**config.mk**
```make
export PLATFORM = sky130hd
export DESIGN_NAME = pclw_link
export DESIGN_NICKNAME = d
export VERILOG_FILES = /design/src/verilog/pclw_pkg.sv /design/src/verilog/pclw_link.sv /design/src/verilog/pclw_ascii.sv /design/src/verilog/pclw_buf2.sv
export SDC_FILE = /design/constraint.sdc
export NUM_CORES = 2
export LEC_CHECK = 0
export ABC_AREA = 1
export BUFFER_PORTS_ARGS = -buffer_cell sky130_fd_sc_hd__buf_4
export CORE_AREA = 5 5 464 466
export DETAILED_ROUTE_END_ITERATION = 8
export DIE_AREA = 0 0 469 471
export GPL_TIMING_DRIVEN = 0
export PLACE_DENSITY_LB_ADDON = 0.25
export SYNTH_ARGS = -nofsm -noshare
export SYNTH_HDL_FRONTEND = slang
export SYNTH_SLANG_ARGS = --single-unit
```
**constraint.sdc**
```tcl
create_clock -name i_mclk -period 10.1 [get_ports i_mclk]
set_clock_uncertainty 0.15 [all_clocks]
set_input_delay 1.01 -clock i_mclk [delete_from_list [all_inputs] [get_ports i_mclk]]
set_output_delay 1.01 -clock i_mclk [all_outputs]
set_load 0.05 [all_outputs]
```
**src/verilog/pclw_pkg.sv**
```systemverilog
// Shared constants and carrier types for the word-command link interpreter.
// Assumes a byte stream of ASCII characters in and out, one byte per handshake.
// Contract
// - Contiguous write: start register, delimiter, count, delimiter, then consecutive data words.
// - Contiguous write count must be one to sixty-four, else invalid.
// - Each data word is four ASCII hex digits forming one 16-bit word.
// - Successful write or list define answers STX, address, CPU number, OK, ETX, CR.
// - Without checksum the two checksum characters are absent from commands.
// - Random read: count one to thirty-two, then register numbers split by delimiters.
// - Read answers OK then each word as four hex digits, request order.
// - Random read returns individually addressed, possibly scattered registers.
// - Random write count is one to thirty-two; no more pairs are taken.
// - Random write entries are register, delimiter, four hex digits, delimited.
// - Monitor list define carries one to twenty-four register numbers.
// - Monitor list define only stores the list and answers OK without data.
// - The monitor list is volatile and empty after every power-up.
// - Monitor read with no stored list answers error code 06.
// - Monitor read returns stored registers in list order, up to twenty-four.
// - Contiguous read: start register and count one to sixty-four, consecutive values.
package pclw_pkg;
   localparam logic [7:0] CH_STX = 8'h02;
   localparam logic [7:0] CH_ETX = 8'h03;
   localparam logic [7:0] CH_CR = 8'h0D;
   localparam logic [7:0] CH_COMMA = 8'h2C;
   localparam logic [7:0] CH_SPACE = 8'h20;
   localparam logic [7:0] CH_O = 8'h4F;
   localparam logic [7:0] CH_K = 8'h4B;
   localparam logic [7:0] CH_E = 8'h45;
   localparam logic [7:0] CH_R = 8'h52;
   localparam logic [23:0] NAME_CONT_WR = 24'h575752;
   localparam logic [23:0] NAME_CONT_RD = 24'h575244;
   localparam logic [23:0] NAME_RAND_RD = 24'h575252;
   localparam logic [23:0] NAME_RAND_WR = 24'h575257;
   localparam logic [23:0] NAME_MON_DEF = 24'h575253;
   localparam logic [23:0] NAME_MON_RD = 24'h57524D;
   localparam logic [3:0] HDR_LAST = 4'h7;
   localparam logic [3:0] REG_LAST = 4'h4;
   localparam logic [3:0] DAT_LAST = 4'h3;
   localparam logic [3:0] CNT_LAST = 4'h1;
   localparam logic [3:0] OK_LAST = 4'h6;
   localparam logic [3:0] ERR_LAST = 4'h8;
   localparam logic [6:0] CONT_MAX = 7'h40;
   localparam logic [6:0] RAND_MAX = 7'h20;
   localparam logic [6:0] MON_MAX = 7'h18;
   localparam int LIST_N = 32;
   localparam int MON_N = 24;
   localparam logic [15:0] ERR_NONE = 16'h0000;
   localparam logic [15:0] ERR_SYNTAX = 16'h3032;
   localparam logic [15:0] ERR_COUNT = 16'h3033;
   localparam logic [15:0] ERR_NOLIST = 16'h3036;

   typedef enum logic [2:0] {
      NO_COMMAND,
      CONTIGUOUS_WORD_WRITE,
      CONTIGUOUS_WORD_READ,
      RANDOM_WORD_READ,
      RANDOM_WORD_WRITE,
      MONITOR_LIST_DEFINE,
      MONITOR_LIST_READ
   } pclw_cmd_t;

   typedef struct packed {
      logic v;
      logic [7:0] b;
   } pclw_byte_t;

   typedef struct packed {
      logic we;
      logic re;
      logic [15:0] addr;
      logic [15:0] wdata;
   } pclw_regreq_t;

   function automatic logic [7:0] pclw_nib2asc(input logic [3:0] n);
      pclw_nib2asc = (n < 4'hA) ? {4'h3, n} : {4'h4, n - 4'h9};
   endfunction
endpackage

```
**src/verilog/pclw_link.sv**
```systemverilog
// Word-command interpreter: parses framed ASCII commands, drives the register port,
// and forms OK, data or error answers through a two-entry output buffer.
// Assumes i_reg_rdata is valid in the same cycle that o_reg.re is high.
`timescale 1ns/1ns
module pclw_link (
   input wire logic i_mclk,
   input wire logic i_rst,
   input wire logic i_ce,
   input wire logic [15:0] i_station,
   input wire logic i_cksum_en,
   input wire pclw_pkg::pclw_byte_t i_rx,
   output logic o_rx_ready,
   output pclw_pkg::pclw_byte_t o_tx,
   input wire logic i_tx_ready,
   output pclw_pkg::pclw_regreq_t o_reg,
   input wire logic [15:0] i_reg_rdata
);
   typedef enum logic [3:0] {
      P_IDLE, P_HDR, P_REG, P_DLM, P_CNT, P_DATA, P_CKS, P_ETX, P_CR, P_DRAIN,
      T_HEAD, T_RD, T_RW, T_HEX, T_CKS, T_END
   } pclw_st_t;

   typedef struct packed {
      pclw_st_t st;
      pclw_st_t after;
      pclw_pkg::pclw_cmd_t cmd;
      logic [3:0] pos;
      logic [6:0] cnt;
      logic [6:0] idx;
      logic [15:0] acc;
      logic [15:0] base;
      logic [15:0] sta;
      logic [15:0] cpu;
      logic [15:0] op;
      logic ign;
      logic [15:0] err;
      logic [pclw_pkg::LIST_N-1:0][15:0] lst;
      logic [pclw_pkg::MON_N-1:0][15:0] mon;
      logic [4:0] mon_n;
      logic [7:0] sum;
      logic [15:0] word;
      logic rdy;
      pclw_pkg::pclw_regreq_t rg;
   } pclw_link_st_t;

   pclw_link_st_t q;
   pclw_link_st_t d;
   logic take;
   logic is_dec;
   logic is_hex;
   logic is_dlm;
   logic [3:0] nib;
   logic [15:0] acc_dec;
   logic [15:0] acc_hex;
   logic [6:0] lim;
   logic last;
   logic [15:0] ecode;
   logic push_v;
   logic [7:0] push_b;
   logic push_ok;
   pclw_st_t tail;
   logic cont;
   logic tx_v;
   logic [7:0] tx_b;

   pclw_ascii u_ascii (
      .i_ch(i_rx.b),
      .o_dec(is_dec),
      .o_hex(is_hex),
      .o_dlm(is_dlm),
      .o_nib(nib)
   );

   pclw_buf2 #(.W(8)) u_buf (
      .i_mclk(i_mclk),
      .i_rst(i_rst),
      .i_ce(i_ce),
      .i_sv(push_v),
      .i_sd(push_b),
      .o_sr(push_ok),
      .o_mv(tx_v),
      .o_md(tx_b),
      .i_mr(i_tx_ready)
   );

   assign take = q.rdy && i_rx.v;
   assign acc_dec = q.acc * 16'h000A + {12'h000, nib};
   assign acc_hex = {q.acc[11:0], nib};
   assign last = (q.idx + 7'h01) == q.cnt;
   // Checksum characters sit before ETX only when the link runs with a checksum.
   assign tail = i_cksum_en ? P_CKS : P_ETX;
   assign cont = (q.cmd == pclw_pkg::CONTIGUOUS_WORD_WRITE) ||
                 (q.cmd == pclw_pkg::CONTIGUOUS_WORD_READ);
   assign lim = cont ? pclw_pkg::CONT_MAX :
                (q.cmd == pclw_pkg::MONITOR_LIST_DEFINE) ? pclw_pkg::MON_MAX :
                pclw_pkg::RAND_MAX;

   always_comb begin
      d = q;
      d.rg.we = 1'b0;
      d.rg.re = 1'b0;
      ecode = pclw_pkg::ERR_NONE;
      push_v = 1'b0;
      push_b = 8'h00;
      unique case (q.st)
         P_IDLE: begin
         end
         P_HDR: if (take) begin
            d.pos = q.pos + 4'h1;
            unique case (q.pos)
               4'h0: d.sta[15:8] = i_rx.b;
               4'h1: d.sta[7:0] = i_rx.b;
               4'h2: d.cpu[15:8] = i_rx.b;
               4'h3: d.cpu[7:0] = i_rx.b;
               4'h5, 4'h6: d.op = {q.op[7:0], i_rx.b};
               default: begin
               end
            endcase
            if (q.pos == pclw_pkg::HDR_LAST) begin
               d.pos = 4'h0;
               d.acc = 16'h0000;
               d.ign = q.sta != i_station;
               unique case ({q.op, i_rx.b})
                  pclw_pkg::NAME_CONT_WR: d.cmd = pclw_pkg::CONTIGUOUS_WORD_WRITE;
                  pclw_pkg::NAME_CONT_RD: d.cmd = pclw_pkg::CONTIGUOUS_WORD_READ;
                  pclw_pkg::NAME_RAND_RD: d.cmd = pclw_pkg::RANDOM_WORD_READ;
                  pclw_pkg::NAME_RAND_WR: d.cmd = pclw_pkg::RANDOM_WORD_WRITE;
                  pclw_pkg::NAME_MON_DEF: d.cmd = pclw_pkg::MONITOR_LIST_DEFINE;
                  pclw_pkg::NAME_MON_RD: d.cmd = pclw_pkg::MONITOR_LIST_READ;
                  default: d.cmd = pclw_pkg::NO_COMMAND;
               endcase
               unique case (d.cmd)
                  pclw_pkg::NO_COMMAND: ecode = pclw_pkg::ERR_SYNTAX;
                  pclw_pkg::CONTIGUOUS_WORD_WRITE: d.st = P_REG;
                  pclw_pkg::CONTIGUOUS_WORD_READ: d.st = P_REG;
                  pclw_pkg::MONITOR_LIST_READ: d.st = tail;
                  default: d.st = P_CNT;
               endcase
               if (d.ign) begin
                  d.st = P_DRAIN;
               end
            end
         end
         P_REG: if (take) begin
            d.pos = q.pos + 4'h1;
            if (q.pos != 4'h0) begin
               d.acc = acc_dec;
               if (!is_dec) begin
                  ecode = pclw_pkg::ERR_SYNTAX;
               end
            end
            if (q.pos == pclw_pkg::REG_LAST) begin
               d.pos = 4'h0;
               d.acc = 16'h0000;
               d.st = P_DLM;
               if (cont) begin
                  d.base = acc_dec;
                  d.after = P_CNT;
               end else if (q.cmd == pclw_pkg::RANDOM_WORD_WRITE) begin
                  d.base = acc_dec;
                  d.after = P_DATA;
               end else begin
                  d.lst[q.idx[4:0]] = acc_dec;
                  d.idx = q.idx + 7'h01;
                  d.after = P_REG;
                  if (last) begin
                     d.st = tail;
                  end
               end
            end
         end
         P_DLM: if (take) begin
            d.st = q.after;
            if (!is_dlm) begin
               ecode = pclw_pkg::ERR_SYNTAX;
            end
         end
         P_CNT: if (take) begin
            d.pos = q.pos + 4'h1;
            d.acc = acc_dec;
            if (!is_dec) begin
               ecode = pclw_pkg::ERR_SYNTAX;
            end
            if (q.pos == pclw_pkg::CNT_LAST) begin
               d.pos = 4'h0;
               d.acc = 16'h0000;
               d.cnt = acc_dec[6:0];
               // Counts outside the per-command range are refused before any write.
               if (acc_dec == 16'h0000 || acc_dec > {9'h000, lim}) begin
                  ecode = pclw_pkg::ERR_COUNT;
               end
               unique case (q.cmd)
                  pclw_pkg::CONTIGUOUS_WORD_WRITE: begin
                     d.st = P_DLM;
                     d.after = P_DATA;
                  end
                  pclw_pkg::CONTIGUOUS_WORD_READ: d.st = tail;
                  default: d.st = P_REG;
               endcase
            end
         end
         P_DATA: if (take) begin
            d.pos = q.pos + 4'h1;
            d.acc = acc_hex;
            if (!is_hex) begin
               ecode = pclw_pkg::ERR_SYNTAX;
            end
            if (q.pos == pclw_pkg::DAT_LAST) begin
               d.pos = 4'h0;
               d.acc = 16'h0000;
               d.rg.we = 1'b1;
               d.rg.wdata = acc_hex;
               d.rg.addr = cont ? q.base + {9'h000, q.idx} : q.base;
               d.idx = q.idx + 7'h01;
               d.st = cont ? P_DATA : P_DLM;
               d.after = P_REG;
               if (last) begin
                  d.st = tail;
               end
            end
         end
         P_CKS: if (take) begin
            d.pos = q.pos + 4'h1;
            if (q.pos == pclw_pkg::CNT_LAST) begin
               d.pos = 4'h0;
               d.st = P_ETX;
            end
         end
         P_ETX: if (take) begin
            d.st = P_CR;
            if (i_rx.b != pclw_pkg::CH_ETX) begin
               ecode = pclw_pkg::ERR_SYNTAX;
            end
         end
         P_CR: if (take) begin
            if (i_rx.b != pclw_pkg::CH_CR) begin
               ecode = pclw_pkg::ERR_SYNTAX;
            end else begin
               d.st = T_HEAD;
               d.pos = 4'h0;
               d.idx = 7'h00;
               d.sum = 8'h00;
               if (q.cmd == pclw_pkg::MONITOR_LIST_DEFINE) begin
                  d.mon = q.lst[pclw_pkg::MON_N-1:0];
                  d.mon_n = q.cnt[4:0];
               end
               if (q.cmd == pclw_pkg::MONITOR_LIST_READ) begin
                  d.cnt = {2'h0, q.mon_n};
                  if (q.mon_n == 5'h00) begin
                     d.err = pclw_pkg::ERR_NOLIST;
                  end
               end
            end
         end
         P_DRAIN: if (take && i_rx.b == pclw_pkg::CH_CR) begin
            d.st = q.ign ? P_IDLE : T_HEAD;
            d.pos = 4'h0;
            d.sum = 8'h00;
         end
         T_HEAD: begin
            push_v = 1'b1;
            unique case (q.pos)
               4'h0: push_b = pclw_pkg::CH_STX;
               4'h1: push_b = q.sta[15:8];
               4'h2: push_b = q.sta[7:0];
               4'h3: push_b = q.cpu[15:8];
               4'h4: push_b = q.cpu[7:0];
               4'h5: push_b = (q.err != 16'h0000) ? pclw_pkg::CH_E : pclw_pkg::CH_O;
               4'h6: push_b = (q.err != 16'h0000) ? pclw_pkg::CH_R : pclw_pkg::CH_K;
               4'h7: push_b = q.err[15:8];
               default: push_b = q.err[7:0];
            endcase
            if (push_ok) begin
               d.pos = q.pos + 4'h1;
               if (q.pos != 4'h0) begin
                  d.sum = q.sum + push_b;
               end
               if (q.err != 16'h0000 ? q.pos == pclw_pkg::ERR_LAST :
                   q.pos == pclw_pkg::OK_LAST) begin
                  d.pos = 4'h0;
                  d.st = i_cksum_en ? T_CKS : T_END;
                  if (q.err == 16'h0000 && (q.cmd == pclw_pkg::CONTIGUOUS_WORD_READ ||
                      q.cmd == pclw_pkg::RANDOM_WORD_READ ||
                      q.cmd == pclw_pkg::MONITOR_LIST_READ)) begin
                     d.st = T_RD;
                  end
               end
            end
         end
         T_RD: begin
            d.rg.re = 1'b1;
            d.st = T_RW;
            unique case (q.cmd)
               pclw_pkg::CONTIGUOUS_WORD_READ: d.rg.addr = q.base + {9'h000, q.idx};
               pclw_pkg::MONITOR_LIST_READ: d.rg.addr = q.mon[q.idx[4:0]];
               default: d.rg.addr = q.lst[q.idx[4:0]];
            endcase
         end
         T_RW: begin
            d.word = i_reg_rdata;
            d.st = T_HEX;
            d.pos = 4'h0;
         end
         T_HEX: begin
            push_v = 1'b1;
            push_b = pclw_pkg::pclw_nib2asc(q.word[15:12]);
            if (push_ok) begin
               d.sum = q.sum + push_b;
               d.word = {q.word[11:0], 4'h0};
               d.pos = q.pos + 4'h1;
               if (q.pos == pclw_pkg::DAT_LAST) begin
                  d.pos = 4'h0;
                  d.idx = q.idx + 7'h01;
                  d.st = last ? (i_cksum_en ? T_CKS : T_END) : T_RD;
               end
            end
         end
         T_CKS: begin
            push_v = 1'b1;
            push_b = pclw_pkg::pclw_nib2asc(q.pos[0] ? q.sum[3:0] : q.sum[7:4]);
            if (push_ok) begin
               d.pos = q.pos + 4'h1;
               if (q.pos[0]) begin
                  d.pos = 4'h0;
                  d.st = T_END;
               end
            end
         end
         T_END: begin
            push_v = 1'b1;
            push_b = q.pos[0] ? pclw_pkg::CH_CR : pclw_pkg::CH_ETX;
            if (push_ok) begin
               d.pos = q.pos + 4'h1;
               if (q.pos[0]) begin
                  d.st = P_IDLE;
               end
            end
         end
      endcase
      if (ecode != pclw_pkg::ERR_NONE) begin
         d.err = ecode;
         d.st = P_DRAIN;
      end
      // A fresh STX always restarts the parser, so a broken frame cannot wedge it.
      if (take && i_rx.b == pclw_pkg::CH_STX) begin
         d.st = P_HDR;
         d.pos = 4'h0;
         d.idx = 7'h00;
         d.ign = 1'b0;
         d.err = pclw_pkg::ERR_NONE;
      end
      d.rdy = d.st < T_HEAD;
   end

   // Reset stands for power-up: the monitor list and its length return to empty.
   always_ff @(posedge i_mclk) begin
      if (i_rst) begin
         q <= '0;
      end else if (i_ce) begin
         q <= d;
      end
   end

   assign o_rx_ready = q.rdy;
   assign o_reg = q.rg;
   assign o_tx = '{v: tx_v, b: tx_b};
endmodule

```
**src/verilog/pclw_ascii.sv**
```systemverilog
// Character classifier for the command parser: digit, hex digit, delimiter.
// Assumes upper-case hex letters only; lower case is treated as a bad character.
`timescale 1ns/1ns
module pclw_ascii (
   input wire logic [7:0] i_ch,
   output logic o_dec,
   output logic o_hex,
   output logic o_dlm,
   output logic [3:0] o_nib
);
   logic is_af;

   always_comb begin
      o_dec = (i_ch >= 8'h30) && (i_ch <= 8'h39);
      is_af = (i_ch >= 8'h41) && (i_ch <= 8'h46);
      o_hex = o_dec || is_af;
      o_dlm = (i_ch == pclw_pkg::CH_COMMA) || (i_ch == pclw_pkg::CH_SPACE);
      o_nib = o_dec ? i_ch[3:0] : i_ch[3:0] + 4'h9;
   end
endmodule

```
**src/verilog/pclw_buf2.sv**
```systemverilog
// Two-entry buffer between the answer former and the serial transmitter.
// Assumes the drain side may stall at any time; the fill side sees ready drop when full.
`timescale 1ns/1ns
module pclw_buf2 #(
   parameter int W = 8
) (
   input wire logic i_mclk,
   input wire logic i_rst,
   input wire logic i_ce,
   input wire logic i_sv,
   input wire logic [W-1:0] i_sd,
   output logic o_sr,
   output logic o_mv,
   output logic [W-1:0] o_md,
   input wire logic i_mr
);
   typedef struct packed {
      logic hv;
      logic [W-1:0] hd;
      logic sv;
      logic [W-1:0] sd;
   } pclw_buf_st_t;

   pclw_buf_st_t q;
   pclw_buf_st_t d;

   if (W < 1) begin : g_chk
      $error("pclw_buf2 needs a positive width");
   end

   // The head register drives the outputs directly; the spare catches a word when held.
   always_comb begin
      d = q;
      if (q.hv && i_mr) begin
         d.hv = 1'b0;
      end
      if (!d.hv && q.sv) begin
         d.hv = 1'b1;
         d.hd = q.sd;
         d.sv = 1'b0;
      end
      if (i_sv && !q.sv) begin
         if (!d.hv) begin
            d.hv = 1'b1;
            d.hd = i_sd;
         end else begin
            d.sv = 1'b1;
            d.sd = i_sd;
         end
      end
   end

   always_ff @(posedge i_mclk) begin
      if (i_rst) begin
         q <= '0;
      end else if (i_ce) begin
         q <= d;
      end
   end

   assign o_sr = !q.sv;
   assign o_mv = q.hv;
   assign o_md = q.hd;
endmodule

```
==> flow_metrics.py <==
metrics = {
    "yosys": {
        "synth.yosys.seq_area_share": 0.417,
        "ys_types": 62,
        "post_synth_inst_count": 7401,
        "synth_seq_cells": 1089,
        "share_of_yosys_cell_area_claimed_by_the_top_area_cell_type": 0.417,
        "most_used_dff_post_synth": "sky130_fd_sc_hd__dfxtp_1",
        "yosys.area.top_type": "sky130_fd_sc_hd__dfxtp_1",
        "asyncSetResetFlopFracSynth": 0,
        "yosysMostFrequentCell": "sky130_fd_sc_hd__a21oi_1",
        "synth.cells.most_frequent": "sky130_fd_sc_hd__a21oi_1, sky130_fd_sc_hd__o21ai_0, sky130_fd_sc_hd__inv_1",
        "syn_avg_cell_area_um2": 7.06,
        "post_synth_instance_area_um2": 52200,
        "synth-edff-count": 0,
        "synthTopCellsByArea": "sky130_fd_sc_hd__dfxtp_1, sky130_fd_sc_hd__a21oi_1, sky130_fd_sc_hd__o21ai_0, sky130_fd_sc_hd__inv_1, sky130_fd_sc_hd__nand2_1",
        "postSynthNetCount": 7509,
        "synth.yosys.warnings": 0,
    },
    "final_layout": {
        "final_nets": 7742,
        "post-route-util": 0.291,
        "area_growth_syn_to_layout_pct": 17.5,
        "post_route_cells_drive_above_1_share": 0.0747,
        "largest_register_ff_count": 1024,
    },
    "clock_network": {
        "clk-insertion-delay-late_ns": 0.88,
        "root_buffer": "sky130_fd_sc_hd__clkbuf_16",
        "cts_tree": "done",
        "cts.path.max_buffers": 3,
        "cts_max_level": 4,
        "cts_hold_buffers": 0,
        "post_cts_resized": 0,
        "cts_made_buffers": 136,
        "post_cts.repair.setup_buffers": 0,
        "clk_sink_count": 1089,
        "path_clk_slew_ns": 0.06,
    },
    "worst_setup_path": {
        "critPathKind": "flop to flop",
        "cp.arrival_ns": 8.81,
        "worst-endpoint-required_ns": 10.69,
        "worst_setup_path_start_kind": "flop",
        "worst-path-max-fanout": 11,
        "worstSetupEndpointType": "flop",
    },
    "power": {
        "clock_group_share_of_total_power": 0.487,
        "pwr-share-comb": 0.107,
        "leakage_nw": 23.6,
        "power_per_cell_area_nw_per_um2": 173,
        "power.share.sequential": 0.405,
        "total_switching_power_mw": 3.12,
        "internal_power_mw": 7.51,
        "max-vdd-ir-drop_mv": 0.135,
        "swShare": 0.293,
    },
    "timing": {
        "slew_viol_final": 377,
        "setup_violators_final": 0,
        "timing.hold.ws_ns": 0.291,
        "setup-tns-final_ns": 0,
        "maximum_operating_frequency_mhz": 122,
        "rsz0062_at_grt": "no",
        "finalHoldViolations": 0,
        "post-route-period-util": 0.814,
        "final_min_period_ns": 8.22,
        "post-route-worst-setup-slack_ns": 1.88,
        "timing.slew.headroom": -0.164,
        "worst_pin_slew_ns": 1.75,
    },
    "floorplan": {
        "rows": 169,
        "core-area_um2": 211000,
        "die_w_um": 469,
        "initial_core_util": 0.248,
        "fp.dieArea_um2": 221000,
        "count_of_pins_on_the_block_boundary": 90,
        "die_h_um": 471,
    },
    "place": {
        "place.gp.congestion": 1.05,
        "preCtsSetupSlack_ns": 2.38,
        "io_buffers": 86,
        "place.detailed.hpwl_um": 256000,
    },
    "route": {
        "totalWireLength_um": 348000,
        "detailedRoute.firstIterationViolations": 8465,
        "detail_route.vias_per_cell": 5.54,
        "final_antenna_net_count": 0,
        "detail_route.first_pass.iterations": 6,
        "dr_total_vias": 58800,
        "total_drc_errors_in_the_routed_layout": 0,
        "wl_per_cell_um": 32.8,
    },
    "global_route": {
        "grt_first_pass_wirelength_um": 458000,
        "first_global_vias": 52800,
        "remaining_global_route_overflow": 0,
        "gr-usage-all-layers": 0.302,
        "largest_net_degree_at_the_start_of_global_routing": 17,
        "grt_antenna_before_repair": 66,
    },
    "run_status": {
        "violations": "max-capacitance violations, max-slew violations",
        "outcome": "complete, but fails checks",
    },
    "job": {
        "timing.max_cap.violations": 36,
    },
    "min_path": {
        "hold_class": "flop to flop",
    },
}
-- power groups by stage --
stage	clock network, mW	logic, mW	registers (mW)
2_1_floorplan	0	0.430	4.40
3_3_place_gp	0	1.06	4.40
3_5_place_dp	0	1.06	4.40
4_1_cts	5.21	1.06	4.31
5_1_grt	5.38	1.11	4.31
6_report	5.18	1.14	4.31
-- cells by family (layout without fill, tap and decap cells) --
| kind of cell | after synthesis | in the layout | share of synthesized area |
|---|---|---|---|
| DFF | 1089 | 1089 | 0.417 |
| xor gates and xnor gates | 45 | 45 | 0.00783 |
| and+or+nand+nor | 1154 | 1154 | 0.0968 |
| buffers and inverters | 1824 | 2158 | 0.136 |
| muxes | 3 | 3 | 0.000575 |
| adders and majority gates | 62 | 62 | 0.0154 |
| AOI/OAI and AO/OA | 3224 | 3224 | 0.326 |
| other | 0 | 49 | 0 |
-- worst max-delay path: stages (launching register included) --
cell,delay (ns)
sky130_fd_sc_hd__dfxtp_1,0.35
sky130_fd_sc_hd__clkbuf_1,0.38
sky130_fd_sc_hd__inv_1,0.27
sky130_fd_sc_hd__buf_2,0.64
sky130_fd_sc_hd__clkbuf_1,1.10
sky130_fd_sc_hd__clkbuf_1,1.29
sky130_fd_sc_hd__clkbuf_1,0.99
sky130_fd_sc_hd__ha_1,0.30
sky130_fd_sc_hd__nand2_1,0.86
sky130_fd_sc_hd__nor2_1,0.75
sky130_fd_sc_hd__clkbuf_1,0.57
sky130_fd_sc_hd__nand2_1,0.20
sky130_fd_sc_hd__o211ai_1,0.12
sky130_fd_sc_hd__inv_1,0.05
-- area by class of cell --
class,count,area (µm²)
Antenna cell,49,123
Buffer,610,2630
Clock buffer,189,3820
Clock inverter,50,746
Fill cell,23400,149000
Inverter,1214,4560
Multi-Input combinational cell,4488,23300
Sequential cell,1089,21800
Tap cell,2821,3530
Timing Repair Buffer,95,805
-- cell usage in the layout (no fill, tap or decap), types with 34 or more instances in the layout --
cell / count
sky130_fd_sc_hd__inv_1: 1189
sky130_fd_sc_hd__a31oi_1: 49
sky130_fd_sc_hd__clkbuf_2: 50
sky130_fd_sc_hd__diode_2: 49
sky130_fd_sc_hd__o211ai_1: 198
sky130_fd_sc_hd__a21oi_1: 1467
sky130_fd_sc_hd__buf_2: 84
sky130_fd_sc_hd__clkbuf_16: 137
sky130_fd_sc_hd__o22ai_1: 42
sky130_fd_sc_hd__nand4_1: 34
sky130_fd_sc_hd__nand2_1: 583
sky130_fd_sc_hd__clkbuf_1: 440
sky130_fd_sc_hd__o21ai_0: 1382
sky130_fd_sc_hd__nor2_1: 291
sky130_fd_sc_hd__dfxtp_1: 1089
sky130_fd_sc_hd__ha_1: 58
sky130_fd_sc_hd__buf_4: 131
sky130_fd_sc_hd__nand3_1: 103
-- per-layer routing --
metal / wire length (µm) / vias to the layer above / GRT usage
li1: - / 25200 / -
met1: 139000 / 28500 / 0.393
met2: 141000 / 4062 / 0.428
met3: 39700 / 1046 / 0.0872
met4: 28200 / 16 / 0.205
met5: 143 / - / 0.00176
-- stage by stage --
step,cell area [µm²],std cells,power (mW)
finish,61400,10600,10.6
global route,61200,10600,10.8
CTS,61200,10600,10.6
detailed placement,56600,10300,5.46
global placement,56400,10300,5.46
floorplan,52200,7401,4.83
-- path summary, 6_finish.rpt --
path,startpoint,end,slack (ns),cells after the start
worst max-delay path,q[1057],q[782],1.88,13
worst min-delay path,q[132],q[132],0.29,2
worst max register to register,q[1057],q[782],1.88,13
worst min register to register,q[132],q[132],0.29,2
Note: power is estimated with default switching activity, not from simulation.
